<file path="config.mk">
export PLATFORM = sky130hd
export DESIGN_NAME = ext_temp_cal_alert_mask_regs
export DESIGN_NICKNAME = d
export VERILOG_FILES = /design/src/ext_temp_cal_pkg.sv /design/src/ext_temp_cal_alert_mask_regs.sv
export SDC_FILE = /design/constraint.sdc
export NUM_CORES = 1
export LEC_CHECK = 0
export ABC_AREA = 1
export ABC_CLOCK_PERIOD_IN_PS = 7800
export BUFFER_PORTS_ARGS = -buffer_cell sky130_fd_sc_hd__buf_2
export CAP_MARGIN = 5
export CORE_MARGIN = 2
export CORE_UTILIZATION = 60
export DETAILED_ROUTE_END_ITERATION = 8
export PLACE_DENSITY = 0.84
export SLEW_MARGIN = 20
export SYNTH_ARGS = -nofsm -noshare
export SYNTH_HDL_FRONTEND = slang
export SYNTH_SLANG_ARGS = --single-unit
</file>
<file path="constraint.sdc">
create_clock -name ref_clk -period 7.8 [get_ports ref_clk]
set_input_delay 1.17 -clock ref_clk [delete_from_list [all_inputs] [get_ports ref_clk]]
set_output_delay 1.17 -clock ref_clk [all_outputs]
set_load 0.05 [all_outputs]
</file>
<file path="src/ext_temp_cal_pkg.sv">
`default_nettype none

package ext_temp_cal_pkg;

   // -------------------------------------------------------------------------
   // Command codes
   // -------------------------------------------------------------------------
   localparam logic [7:0] CMD_EXT_TEMP_GAIN    = 8'hd9;
   localparam logic [7:0] CMD_EXT_TEMP_BIAS    = 8'hda;
   localparam logic [7:0] CMD_ALERT_FAULT_MASK = 8'hdb;

   // -------------------------------------------------------------------------
   // Widths and reset values
   // -------------------------------------------------------------------------
   localparam int          CAL_W            = 16;
   localparam int          MASK_W           = 56;
   localparam int          MASK_BYTES       = 7;
   localparam logic [15:0] GAIN_RESET       = 16'hba00;
   localparam logic [15:0] BIAS_RESET       = 16'h0000;
   localparam logic [55:0] MASK_RESET       = 56'h00_0000_0000_0000;
   localparam int          MASK_UNUSED_BYTE = 5;

   // -------------------------------------------------------------------------
   // Linear-11 field layout
   // -------------------------------------------------------------------------
   localparam int EXP_MSB  = 15;
   localparam int EXP_LSB  = 11;
   localparam int MANT_MSB = 10;
   localparam int MANT_LSB = 0;

   // -------------------------------------------------------------------------
   // Fixed-point arithmetic
   // -------------------------------------------------------------------------
   localparam int TEMP_W     = 16;
   localparam int TEMP_FRAC  = 4;
   localparam int GUARD_FRAC = 16;
   localparam int WORK_W     = 48;
   localparam int REM_W      = 12;
   localparam int DIV_STEPS  = 48;
   localparam int CNT_W      = 6;

   typedef enum logic [2:0] {
      ST_IDLE = 3'b001,
      ST_DIV  = 3'b010,
      ST_FIN  = 3'b100
   } conv_state_type;

endpackage : ext_temp_cal_pkg

`default_nettype wire

</file>
<file path="src/ext_temp_cal_alert_mask_regs.sv">
`default_nettype none

// Functional notes
// - Paged two-byte Linear-11 gain register, writable, reset to unity encoding ba00.
// - Second temperature equals raw external temperature divided by gain, plus offset.
// - Writable external temperature offset in degrees Celsius, reset to zero.
// - Offset stored per page, two bytes, readable and writable.
// - Seven-byte alert mask, writable except byte 5, which always reads zero; masked faults never assert the alert pin.
// - Each mask bit masks the status fault at the same bit position.
// - Byte 6 vendor, 4 comms/memory/logic, 3 temp, 2 input, 1 current, 0 voltage.
// - All alert mask bits clear after reset.
module ext_temp_cal_alert_mask_regs #(
   parameter int PAGES = 2
) (
   input  wire  logic                     ref_clk,
   input  wire  logic                     rst_n,
   input  wire  logic                     cmd_valid,
   input  wire  logic                     cmd_write,
   input  wire  logic [7:0]               cmd_code,
   input  wire  logic [$clog2(PAGES)-1:0] cmd_page,
   input  wire  logic [55:0]              cmd_wdata,
   output logic       [55:0]              rd_data_q,
   output logic                           rd_valid_q,
   output logic                           cmd_err_q,
   input  wire  logic                     temp_sample_valid,
   input  wire  logic [$clog2(PAGES)-1:0] temp_sample_page,
   input  wire  logic [15:0]              ext_temp_input,
   output logic                           temp_busy_q,
   output logic       [15:0]              temp2_q,
   output logic       [$clog2(PAGES)-1:0] temp2_page_q,
   output logic                           temp2_valid_q,
   input  wire  logic [55:0]              fault_status,
   output logic                           alert_pin_out_o,
   output logic                           alert_pin_out_oe
);

   localparam int PAGE_W = $clog2(PAGES);

   if (PAGES < 2 || PAGES > 32) begin : g_bad_pages
      $error("PAGES must lie between 2 and 32.");
   end

   typedef struct packed {
      ext_temp_cal_pkg::conv_state_type     state;
      logic [PAGES-1:0][15:0]               gain;
      logic [PAGES-1:0][15:0]               bias;
      logic [55:0]                          mask;
      logic [55:0]                          rd_data;
      logic                                 rd_valid;
      logic                                 cmd_err;
      logic [ext_temp_cal_pkg::CNT_W-1:0]   cnt;
      logic [ext_temp_cal_pkg::WORK_W-1:0]  quo;
      logic [ext_temp_cal_pkg::REM_W-1:0]   rem;
      logic [10:0]                          den;
      logic                                 neg;
      logic [PAGE_W-1:0]                    page;
      logic [15:0]                          temp2;
      logic [PAGE_W-1:0]                    temp2_page;
      logic                                 temp2_valid;
      logic                                 alert_oe;
      logic                                 busy;
      logic                                 alert_val;
   } regs_type;

   regs_type st_q;
   regs_type st_d;

   // -------------------------------------------------------------------------
   // Linear-11 scaling
   // -------------------------------------------------------------------------
   // Scales a fixed-point value by two to the signed exponent.
   function automatic logic signed [47:0] scale_exp(input logic signed [47:0] v,
                                                   input logic [4:0]          e);
      logic [5:0] n;
      n = 6'h00 - {e[4], e};
      if (e[4]) begin
         scale_exp = v >>> n;
      end else begin
         scale_exp = v <<< e;
      end
   endfunction : scale_exp

   // Tells whether a page index names one of the implemented pages.
   function automatic logic page_ok(input logic [PAGE_W-1:0] p);
      page_ok = 32'(p) < PAGES;
   endfunction : page_ok

   logic               [10:0] gain_mant;
   logic               [4:0]  gain_exp;
   logic               [15:0] temp_abs;
   logic               [10:0] mant_abs;
   logic signed        [47:0] num_scaled;
   logic               [15:0] bias_word;
   logic signed        [47:0] bias_scaled;
   logic               [11:0] rem_shift;
   logic signed        [49:0] quo_signed;
   logic signed        [49:0] sum;
   logic signed        [33:0] sum_q4;
   logic               [55:0] alert_src;

   always_comb begin
      gain_mant  = st_q.gain[temp_sample_page][ext_temp_cal_pkg::MANT_MSB:
                                               ext_temp_cal_pkg::MANT_LSB];
      gain_exp   = st_q.gain[temp_sample_page][ext_temp_cal_pkg::EXP_MSB:
                                               ext_temp_cal_pkg::EXP_LSB];
      temp_abs   = ext_temp_input[15] ? 16'h0000 - ext_temp_input : ext_temp_input;
      mant_abs   = gain_mant[10] ? 11'h000 - gain_mant : gain_mant;
      // Dividing by m*2^e is dividing by m after scaling by 2^-e.
      num_scaled = scale_exp({16'h0000, temp_abs, 16'h0000}, 5'h00 - gain_exp);
      bias_word  = st_q.bias[st_q.page];
      bias_scaled = scale_exp({{17{bias_word[10]}}, bias_word[10:0], 20'h00000},
                              bias_word[15:11]);
      rem_shift  = {st_q.rem[10:0], st_q.quo[47]};
      quo_signed = st_q.neg ? 50'sd0 - $signed({2'b00, st_q.quo})
                            : $signed({2'b00, st_q.quo});
      sum        = quo_signed + {{2{bias_scaled[47]}}, bias_scaled};
      sum_q4     = sum[49:16];
   end

   // -------------------------------------------------------------------------
   // Alert gating
   // -------------------------------------------------------------------------
   for (genvar b = 0; b < ext_temp_cal_pkg::MASK_BYTES; b++) begin : g_alert
      assign alert_src[b*8 +: 8] = fault_status[b*8 +: 8] & ~st_q.mask[b*8 +: 8];
   end

   // -------------------------------------------------------------------------
   // Next state
   // -------------------------------------------------------------------------
   always_comb begin
      st_d             = st_q;
      st_d.rd_valid    = 1'b0;
      st_d.cmd_err     = 1'b0;
      st_d.temp2_valid = 1'b0;
      st_d.alert_oe    = |alert_src;
      // The pin is open drain: its value stays low and the enable carries the alert.
      st_d.alert_val   = 1'b0;

      if (cmd_valid) begin
         st_d.rd_data = 56'h00_0000_0000_0000;
         case (cmd_code)
            ext_temp_cal_pkg::CMD_EXT_TEMP_GAIN: begin
               if (!page_ok(cmd_page)) begin
                  st_d.cmd_err = 1'b1;
               end else if (cmd_write) begin
                  st_d.gain[cmd_page] = cmd_wdata[15:0];
               end else begin
                  st_d.rd_data  = {40'h00_0000_0000, st_q.gain[cmd_page]};
                  st_d.rd_valid = 1'b1;
               end
            end
            ext_temp_cal_pkg::CMD_EXT_TEMP_BIAS: begin
               if (!page_ok(cmd_page)) begin
                  st_d.cmd_err = 1'b1;
               end else if (cmd_write) begin
                  st_d.bias[cmd_page] = cmd_wdata[15:0];
               end else begin
                  st_d.rd_data  = {40'h00_0000_0000, st_q.bias[cmd_page]};
                  st_d.rd_valid = 1'b1;
               end
            end
            ext_temp_cal_pkg::CMD_ALERT_FAULT_MASK: begin
               if (cmd_write) begin
                  st_d.mask = cmd_wdata;
                  // The unused status byte has no mask behind it.
                  st_d.mask[ext_temp_cal_pkg::MASK_UNUSED_BYTE*8 +: 8] = 8'h00;
               end else begin
                  st_d.rd_data  = st_q.mask;
                  st_d.rd_valid = 1'b1;
               end
            end
            default: begin
               st_d.cmd_err = 1'b1;
            end
         endcase
      end

      case (st_q.state)
         ext_temp_cal_pkg::ST_IDLE: begin
            if (temp_sample_valid && page_ok(temp_sample_page)) begin
               st_d.quo   = num_scaled;
               st_d.rem   = 12'h000;
               st_d.den   = mant_abs;
               st_d.neg   = ext_temp_input[15] ^ gain_mant[10];
               st_d.page  = temp_sample_page;
               st_d.cnt   = 6'h00;
               st_d.state = ext_temp_cal_pkg::ST_DIV;
            end
         end
         ext_temp_cal_pkg::ST_DIV: begin
            // Restoring division, one quotient bit per cycle.
            if (rem_shift >= {1'b0, st_q.den}) begin
               st_d.rem = rem_shift - {1'b0, st_q.den};
               st_d.quo = {st_q.quo[46:0], 1'b1};
            end else begin
               st_d.rem = rem_shift;
               st_d.quo = {st_q.quo[46:0], 1'b0};
            end
            st_d.cnt = st_q.cnt + 6'h01;
            if (st_q.cnt == 6'(ext_temp_cal_pkg::DIV_STEPS - 1)) begin
               st_d.state = ext_temp_cal_pkg::ST_FIN;
            end
         end
         ext_temp_cal_pkg::ST_FIN: begin
            // Saturate the Q.4 result to 16 bits.
            if (sum_q4 > 34'sd32767) begin
               st_d.temp2 = 16'h7fff;
            end else if (sum_q4 < -34'sd32768) begin
               st_d.temp2 = 16'h8000;
            end else begin
               st_d.temp2 = sum_q4[15:0];
            end
            st_d.temp2_page  = st_q.page;
            st_d.temp2_valid = 1'b1;
            st_d.state       = ext_temp_cal_pkg::ST_IDLE;
         end
         default: begin
            st_d.state = ext_temp_cal_pkg::ST_IDLE;
         end
      endcase
      st_d.busy = (st_d.state != ext_temp_cal_pkg::ST_IDLE);
   end

   always_ff @(posedge ref_clk or negedge rst_n) begin
      if (!rst_n) begin
         st_q             <= '0;
         st_q.state       <= ext_temp_cal_pkg::ST_IDLE;
         st_q.gain        <= {PAGES{ext_temp_cal_pkg::GAIN_RESET}};
         st_q.bias        <= {PAGES{ext_temp_cal_pkg::BIAS_RESET}};
         st_q.mask        <= ext_temp_cal_pkg::MASK_RESET;
      end else begin
         st_q <= st_d;
      end
   end

   assign rd_data_q        = st_q.rd_data;
   assign rd_valid_q       = st_q.rd_valid;
   assign cmd_err_q        = st_q.cmd_err;
   assign temp_busy_q      = st_q.busy;
   assign temp2_q          = st_q.temp2;
   assign temp2_page_q     = st_q.temp2_page;
   assign temp2_valid_q    = st_q.temp2_valid;
   assign alert_pin_out_o  = st_q.alert_val;
   assign alert_pin_out_oe = st_q.alert_oe;

endmodule : ext_temp_cal_alert_mask_regs

`default_nettype wire

</file>
==> results of run 1 <==
==> cells by family (layout without fill, tap and decap cells) <==
family,after synthesis,count (layout),synth area share
DFF,263,263,0.314
other,1,12,0.000178
xor gates and xnor gates,96,96,0.0400
adders and majority gates,66,66,0.0396
muxes,14,14,0.00667
buffers and inverters,582,654,0.120
AOI/OAI and AO/OA,782,782,0.216
and+or+nand+nor,1343,1343,0.263
==> metrics by stage <==
step / worst slack [ps] / util / total power [W] / hold slack [ps]
6_report: 1500 / 0.658 / 0.00754 / 473
4_1_cts: 1770 / 0.657 / 0.00743 / 478
5_1_grt: 1110 / 0.658 / 0.00807 / 493
2_1_floorplan: 3020 / - / 0.00482 / 450
3_3_place_gp: 1930 / 0.629 / 0.00591 / 457
3_5_place_dp: 1810 / 0.629 / 0.00600 / 462
==> power breakdown <==
| group | internal, W | total (W) | leakage, nW | switching, W |
|---|---|---|---|---|
| Clock | 0.000834 | 0.00141 | 0.483 | 0.000578 |
| Sequential | 0.00152 | 0.00166 | 3.40 | 0.000141 |
| Combinational | 0.00137 | 0.00447 | 7.48 | 0.00311 |
| Total | 0.00372 | 0.00754 | 11.4 | 0.00382 |
==> worst max-delay path, delay by kind of cell, from the launching register on <==
kind	cells	cell delay (ps)
and+or+nand+nor	17	2190
adders and majority gates	1	300
xor gates and xnor gates	1	610
buffers and inverters	6	1010
AOI/OAI and AO/OA	6	1700
DFF	1	410
==> layout make-up <==
cell class	count	area (µm²)
timing repair buffer	223	1190
multi-input combinational	2310	12000
tap	455	569
clock buffer	43	868
fill	3103	11800
clock inverter	7	108
antenna	3	7.51
inverter	381	1430
sequential	263	6600
==> layout by cell type, fill, tap and decap left out, types with 18 or more instances in the layout <==
cell type	instances
clkbuf_16	29
o211ai_1	22
nand2_1	839
o221ai_1	33
dfrtp_1	252
buf_4	18
nor2_1	266
buf_2	203
a221oi_1	26
o31ai_1	42
nand4_1	31
inv_1	369
xnor2_1	19
ha_1	65
o21ai_0	355
nand2_2	23
o22ai_1	19
a21oi_1	196
a31oi_1	32
nor3_1	35
nand3_1	91
xor2_1	77
==> layer usage <==
| layer | share of wire | global-route usage |
|---|---|---|
| met2 | 0.47 | 0.605 |
| met4 | 0.051 | 0.165 |
| met5 | 0 | 0 |
| met3 | 0.068 | 0.0364 |
| met1 | 0.41 | 0.479 |
==> final timing paths <==
kind / startpoint / to / slack (ps)
worst min register to register: temp2_q[7] / temp2_q[7] / 470
worst min-delay path: temp2_q[7] / temp2_q[7] / 470
worst max-delay path: st_q[21] / temp2_q[1] / 1500
min in group asynchronous: rst_n / rd_data_q[32] / 590
worst max register to register: st_q[21] / temp2_q[1] / 1500
max in group asynchronous: rst_n / rem_shift[7] / 5950
==> sequential cells by signal, indices dropped and copies added (netlist names), 12 cells and up <==
register   cells
rd_data_q     48
temp2_q       16
rem_shift     12
st_q         181
==> results_dict.tcl, run 1 <==
set metrics [dict create \
    grt_first_pass_wirelength_um 106000 \
    grt_max_degree 111 \
    rsz0062_at_grt "no" \
    grt_overflow 0 \
    area_growth_pct 8.15 \
    synth.area.top_cells "dfrtp_1, nand2_1, o21ai_0, inv_1, nor2_1" \
    drt-initial-drc-count 2265 \
    postRouteWirelength_um 66900 \
    critPathSlowestCell "o21ai_2" \
    path_class "flop to flop" \
    final_area_um2 22700 \
    ios 222 \
    clock_sinks 263 \
    yosysTopAreaCell "dfrtp_1" \
    setup_viol 0 \
    period_share 0.807 \
    crit_required_ps 8320 \
    hold_violations 0 \
    finalCriticalPeriod_ps 6300 \
    ant_nets 0 \
    post-cts-setup-buffer-count 0 \
    cts_made_buffers 29 \
    status "finished clean" \
    vias_per_cell 5.94 \
    fmax_mhz 159 \
    worst_pin_slew_ps 1010 \
    path_max_fanout 26 \
    dr.pass1.iters 5 \
    start_util 0.608 \
    place.gp.congestion 0.997 \
    cts_buffer_depth 3 \
    fin_cells 3685 \
    hold_path_class "flop to flop" \
    relSlewSlack 0.322 \
    routedWlPerCell_um 18.2 \
    rows 68 \
    clock_latency_ps 590 \
    clock-skew-final_ps 12.3 \
    io_buffers 204 \
    synth_top_flop_cell "dfrtp_1" \
    core_um2 34500 \
    critPathMaxStageDelay_ps 610 \
    powerDensity_nw_per_um2 332 \
    final_layout_size_suffix_gt1_frac 0.108 \
    synthCells 3147 \
    cts.clk_slew.worst_paths_ps 60 \
    power_leakage_nw 11.4 \
    peakVddDrop_v 0.000293 \
    async_reset_ff_frac 1.00 \
    reg2regPathDepth 31 \
    placed_cells 3632 \
    ys_ff_latch 263 \
    die_area_um2 36500 \
    synth_area_um2 21000 \
    drc_errors 0 \
    final_max_slew_viol_count 0 \
    synth_edf_count 0 \
    vias 21900 \
    cts_tree "yes" \
    tns_ps 0 \
    dpl_cell_area_um2 21700 \
    antenna_found_initial 3 \
    synth.most_common_cell "nand2_1" \
    ys_warn_count 0 \
    fp.dieW_um 191 \
    syn_avg_cell_area_um2 6.68 \
    nNetsFinal 3417 \
    htreeDepth 1 \
    synth_top_area_share 0.300 \
    drv_cap 0 \
    ys_types 63 \
    critPathMostFrequentCell "nand2_1" \
    arrival_ps 6810 \
    critPathLaunchType "flop" \
    die_y_um 191 \
    critPathCaptureType "flop" \
    cts-root-buf "clkbuf_16" \
    grt.total_usage 0.363 \
    grt_pass1_vias 20400 \
    seq_area_frac_synth 0.314 \
    hpwl_um 51200 \
    netlist_top_cells_count "nand2_1, inv_1, o21ai_0" \
    hold_buffers 0 \
    min_path_cells 2 \
    ctsResizeCount 0 \
]
(Power assumes the default switching activity.)
==> inputs of run 2 (changes only) <==
ABC_CLOCK_PERIOD_IN_PS = 5100   (was 7800)
CORE_UTILIZATION = 55   (was 60)
PLACE_DENSITY = 0.81   (was 0.84)
clock period = 5.1 ns   (was 7.8 ns; I/O delays follow)
==> results_dict.tcl, run 2 (synthesis gave the netlist of run 1 again) <==
set metrics [dict create \
    grt_pass1_vias 21400 \
    finalWorstSetupSlack_ps -76.2 \
    cp-startpoint "st_q[48]" \
    cts.clk_slew.worst_paths_ps 60 \
    drt-initial-drc-count 2203 \
    tns_ps -973 \
    violations "negative setup slack" \
    cts_made_buffers 29 \
    grt_first_pass_wirelength_um 109000 \
    ant_nets 0 \
    relSlewSlack 0.388 \
    seqCellArea_um2 6600 \
    drv_cap 0 \
    reg2regPathDepth 36 \
    multi_input_area_um2 12400 \
    critPathCaptureType "flop" \
    fmax_mhz 193 \
    worst_pin_slew_ps 918 \
    final_max_slew_viol_count 0 \
    clock-skew-final_ps 13.1 \
    power_leakage_nw 12.0 \
    critPathSlowestCell "dfrtp_1" \
    critPathLaunchType "flop" \
    r2r-end "temp2_q[2]" \
    cts_tree "yes" \
    r2r-start "st_q[48]" \
    peakVddDrop_v 0.000474 \
    setup_viol 15 \
    path_max_fanout 8 \
    fp.dieW_um 199 \
    die_y_um 199 \
    final_area_um2 24200 \
    hpwl_um 53100 \
    core_um2 37700 \
    final_cell_mix "nand2_1, inv_1, o21ai_0" \
    fill_cells 3380 \
    critPathMaxStageDelay_ps 400 \
    period_share 1.01 \
    routedWlPerCell_um 18.1 \
    powerDensity_nw_per_um2 527 \
    area_growth_pct 15.2 \
    rsz0062_at_grt "yes" \
    final_layout_size_suffix_gt1_frac 0.169 \
    nNetsFinal 3556 \
    grt_overflow 0 \
    n_antenna_cell 0 \
    rows 71 \
    hold_violations 0 \
    vias_per_cell 5.84 \
    dpl_cell_area_um2 22700 \
    top_register "st_q" \
    dr.pass1.iters 7 \
    layout_commonest_cell "nand2_1" \
    htreeDepth 1 \
    ios 222 \
    die_area_um2 39800 \
    arrival_ps 5700 \
    antenna_found_initial 1 \
    clock_sinks 263 \
    largest_reg_flops 181 \
    r2r_setup_slack_ps -80 \
    place.gp.congestion 1.06 \
    grt.total_usage 0.345 \
    drc_errors 0 \
    cts_buffer_depth 3 \
    finalCriticalPeriod_ps 5180 \
    grt_max_degree 119 \
    cts-root-buf "clkbuf_16" \
    hold_buffers 0 \
    clock_latency_ps 590 \
    start_util 0.558 \
    status "finished with violations" \
    crit_required_ps 5620 \
    postRouteWirelength_um 70300 \
    vias 22700 \
    critPathMostFrequentCell "inv_2" \
    io_buffers 204 \
    critPathCapture "temp2_q[2]" \
    hold_path_class "input pin to asynchronous set/reset pin" \
    path_class "flop to flop" \
]
[run 2: cell types whose count changed in the layout (fill, tap and decap cells not counted), sizes merged]
cell,delta
buf,+137
diode,-3
clkbuf,+2
clkinvlp,+2
inv,-2
bufinv,-2
nand2,+1
clkinv,+4
[run 2: cell type report]
| class | count | area share |
|---|---|---|
| clock inverters | 9 | 0.00284 |
| clock buffers | 44 | 0.0340 |
| inverters | 381 | 0.0594 |
| well taps | 511 | 0.0264 |
| multi-input cells | 2311 | 0.511 |
| flip-flops and latches | 263 | 0.273 |
| repair buffers | 361 | 0.0937 |
[run 2: metrics by stage]
step | cells | power [W] | worst slack [ps] | hold slack [ps] | util
after floorplan | 3155 | 0.00737 | 317 | 450 | -
after global placement | 3807 | 0.00983 | 76.5 | 458 | 0.603
after detailed placement | 3807 | 0.00999 | -103 | 460 | 0.603
after CTS | 3860 | 0.0120 | 1.68 | 308 | 0.627
after global routing | 3880 | 0.0136 | -456 | 340 | 0.643
final | 3880 | 0.0127 | -76.2 | 251 | 0.643
[run 2: power breakdown]
group | total (W) | leakage (nW) | internal (W) | switching, W
sequential | 0.00255 | 3.39 | 0.00232 | 0.000227
combinational | 0.00820 | 8.21 | 0.00294 | 0.00526
clock | 0.00200 | 0.439 | 0.00111 | 0.000884
total | 0.0127 | 12.0 | 0.00637 | 0.00637
[run 2: worst min path at each step]
stage,to,from,slack [ps],cells past startpoint
floorplan,temp2_q[0],temp2_q[0],450,2
global placement,temp2_q[6],temp2_q[6],460,2
detailed placement,temp2_q[14],temp2_q[14],460,2
CTS,rd_data_q[36],rst_n,310,1
global route,rd_data_q[38],rst_n,340,1
finish,rd_data_q[38],rst_n,250,1
[run 2: what timing repair did]
item,CTS,global route
gates resized for setup,2,120
hold endpoints to repair,0,0
pin swaps,0,48
setup endpoints to repair,15,16
setup buffers,0,18
gates cloned,0,2
[run 2: layer usage]
metal	global-route usage	vias up	routed length, µm
met2	0.579	1086	33500
met4	0.133	0	3130
met1	0.456	10600	28300
met3	0.0410	211	5340
met5	0	-	0
li1	-	10700	-
[run 2: critical path, delay by kind of cell, from the launching register on]
kind	cells	cell delay (ps)
xor+xnor	2	340
flops	1	400
compound gates	1	360
buf+inv	11	1220
simple gates	21	2390
fa+ha+maj	1	370
==> inputs of run 3 (changes only) <==
SETUP_SLACK_MARGIN = 0.3   (was unset)
==> results_dict.tcl, run 3 (synthesis gave the netlist of run 1 again) <==
set metrics [dict create \
    routedWlPerCell_um 18.1 \
    dr.pass1.iters 8 \
    start_util 0.558 \
    grt_first_pass_wirelength_um 110000 \
    hold_buffers 0 \
    clock-skew-final_ps 15.1 \
    critPathLaunchType "flop" \
    critPathCaptureType "flop" \
    vias_per_cell 5.84 \
    crit_required_ps 5620 \
    relSlewSlack 0.253 \
    vias 22700 \
    crit_buf_inv 9 \
    postRouteWirelength_um 70200 \
    hold_violations 0 \
    crit_family "simple AND/OR/NAND/NOR gates" \
    grt_overflow 0 \
    final_area_um2 24500 \
    antenna_found_initial 0 \
    fin_cells 3886 \
    rows 71 \
    cts_made_buffers 29 \
    grt_max_degree 119 \
    cts-root-buf "clkbuf_16" \
    dpl_cell_area_um2 22700 \
    worstSetupPathDepth 37 \
    clock_sinks 263 \
    ant_nets 0 \
    multi_input_area_um2 12600 \
    die_area_um2 39800 \
    nNetsFinal 3562 \
    finalCriticalPeriod_ps 4960 \
    io_buffers 204 \
    drv_cap 0 \
    powerDensity_nw_per_um2 539 \
    top_register "st_q" \
    place.gp.congestion 1.06 \
    worst_pin_slew_ps 1110 \
    power_leakage_nw 12.1 \
    fmax_mhz 201 \
    cts_tree "yes" \
    clock_latency_ps 590 \
    path_class "flop to flop" \
    critPathMostFrequentCell "nand2_1" \
    cts_buffer_depth 3 \
    fp.dieW_um 199 \
    peakVddDrop_v 0.000470 \
    htreeDepth 1 \
    path_max_fanout 8 \
    ios 222 \
    tns_ps 0 \
    drt-initial-drc-count 2137 \
    final_max_slew_viol_count 0 \
    area_growth_pct 16.4 \
    n_antenna_cell 0 \
    core_um2 37700 \
    layout_commonest_cell "nand2_1" \
    grt.total_usage 0.348 \
    seqCellArea_um2 6600 \
    cts.clk_slew.worst_paths_ps 60 \
    period_share 0.973 \
    setup_viol 0 \
    largest_reg_flops 181 \
    status "finished clean" \
    placed_cells 3807 \
    drc_errors 0 \
    hpwl_um 53100 \
    hold_path_class "input pin to asynchronous set/reset pin" \
    arrival_ps 5490 \
    critPathSlowestCell "dfrtp_1" \
    reg2regPathDepth 37 \
    final_cell_mix "nand2_1, inv_1, o21ai_0" \
    critPathMaxStageDelay_ps 380 \
    final_layout_size_suffix_gt1_frac 0.188 \
    hold_slack_ps 254 \
    grt_pass1_vias 21500 \
    fill_cells 3364 \
    die_y_um 199 \
    rsz0062_at_grt "yes" \
]
[run 3: layer usage]
| layer | vias up | global-route usage | wire length, µm |
|---|---|---|---|
| li1 | 10800 | - | - |
| met1 | 10700 | 0.455 | 28400 |
| met2 | 1049 | 0.587 | 33200 |
| met3 | 228 | 0.0417 | 5210 |
| met4 | 0 | 0.143 | 3380 |
| met5 | - | 0 | 0 |
[run 3: power by group]
| group | switching, W | internal [W] | leakage [nW] |
|---|---|---|---|
| combinational | 0.00547 | 0.00317 | 8.28 |
| clock | 0.000886 | 0.00111 | 0.439 |
| sequential | 0.000226 | 0.00232 | 3.39 |
[run 3: final timing paths]
check | from | to | slack (ps)
setup / recovery | st_q[46] | temp2_q[14] | 140
setup reg to reg | st_q[46] | temp2_q[14] | 140
min in group ref_clk | cmd_write | rd_valid_q | 380
hold reg to reg | temp2_q[4] | temp2_q[4] | 470
hold / removal | rst_n | rd_data_q[38] | 250
max in group asynchronous | rst_n | st_q[87] | 3670
[run 3: timing repair]
item / 4_1_cts / 5_1_grt
resized for setup: 57 / 161
pin swaps: 15 / 58
setup buffers: 5 / 20
endpoints found under the setup margin: 16 / 16
gates cloned: 1 / 0
[run 3: metrics by stage]
| step | power, W | worst slack, ps | utilization |
|---|---|---|---|
| after global routing | 0.0140 | -166 | 0.650 |
| after floorplan | 0.00737 | 317 | - |
| after detailed placement | 0.00999 | -103 | 0.603 |
| after CTS | 0.0122 | 302 | 0.632 |
| after global placement | 0.00983 | 76.5 | 0.603 |
| final | 0.0132 | 137 | 0.650 |
[run 3: area by class of cell]
class                      instances  area share
multi-input combinational       2311       0.515
clock buffer                      44      0.0336
sequential                       263       0.270
tap                              511      0.0261
clock inverter                     9     0.00281
timing repair buffer             367      0.0941
inverter                         381      0.0588
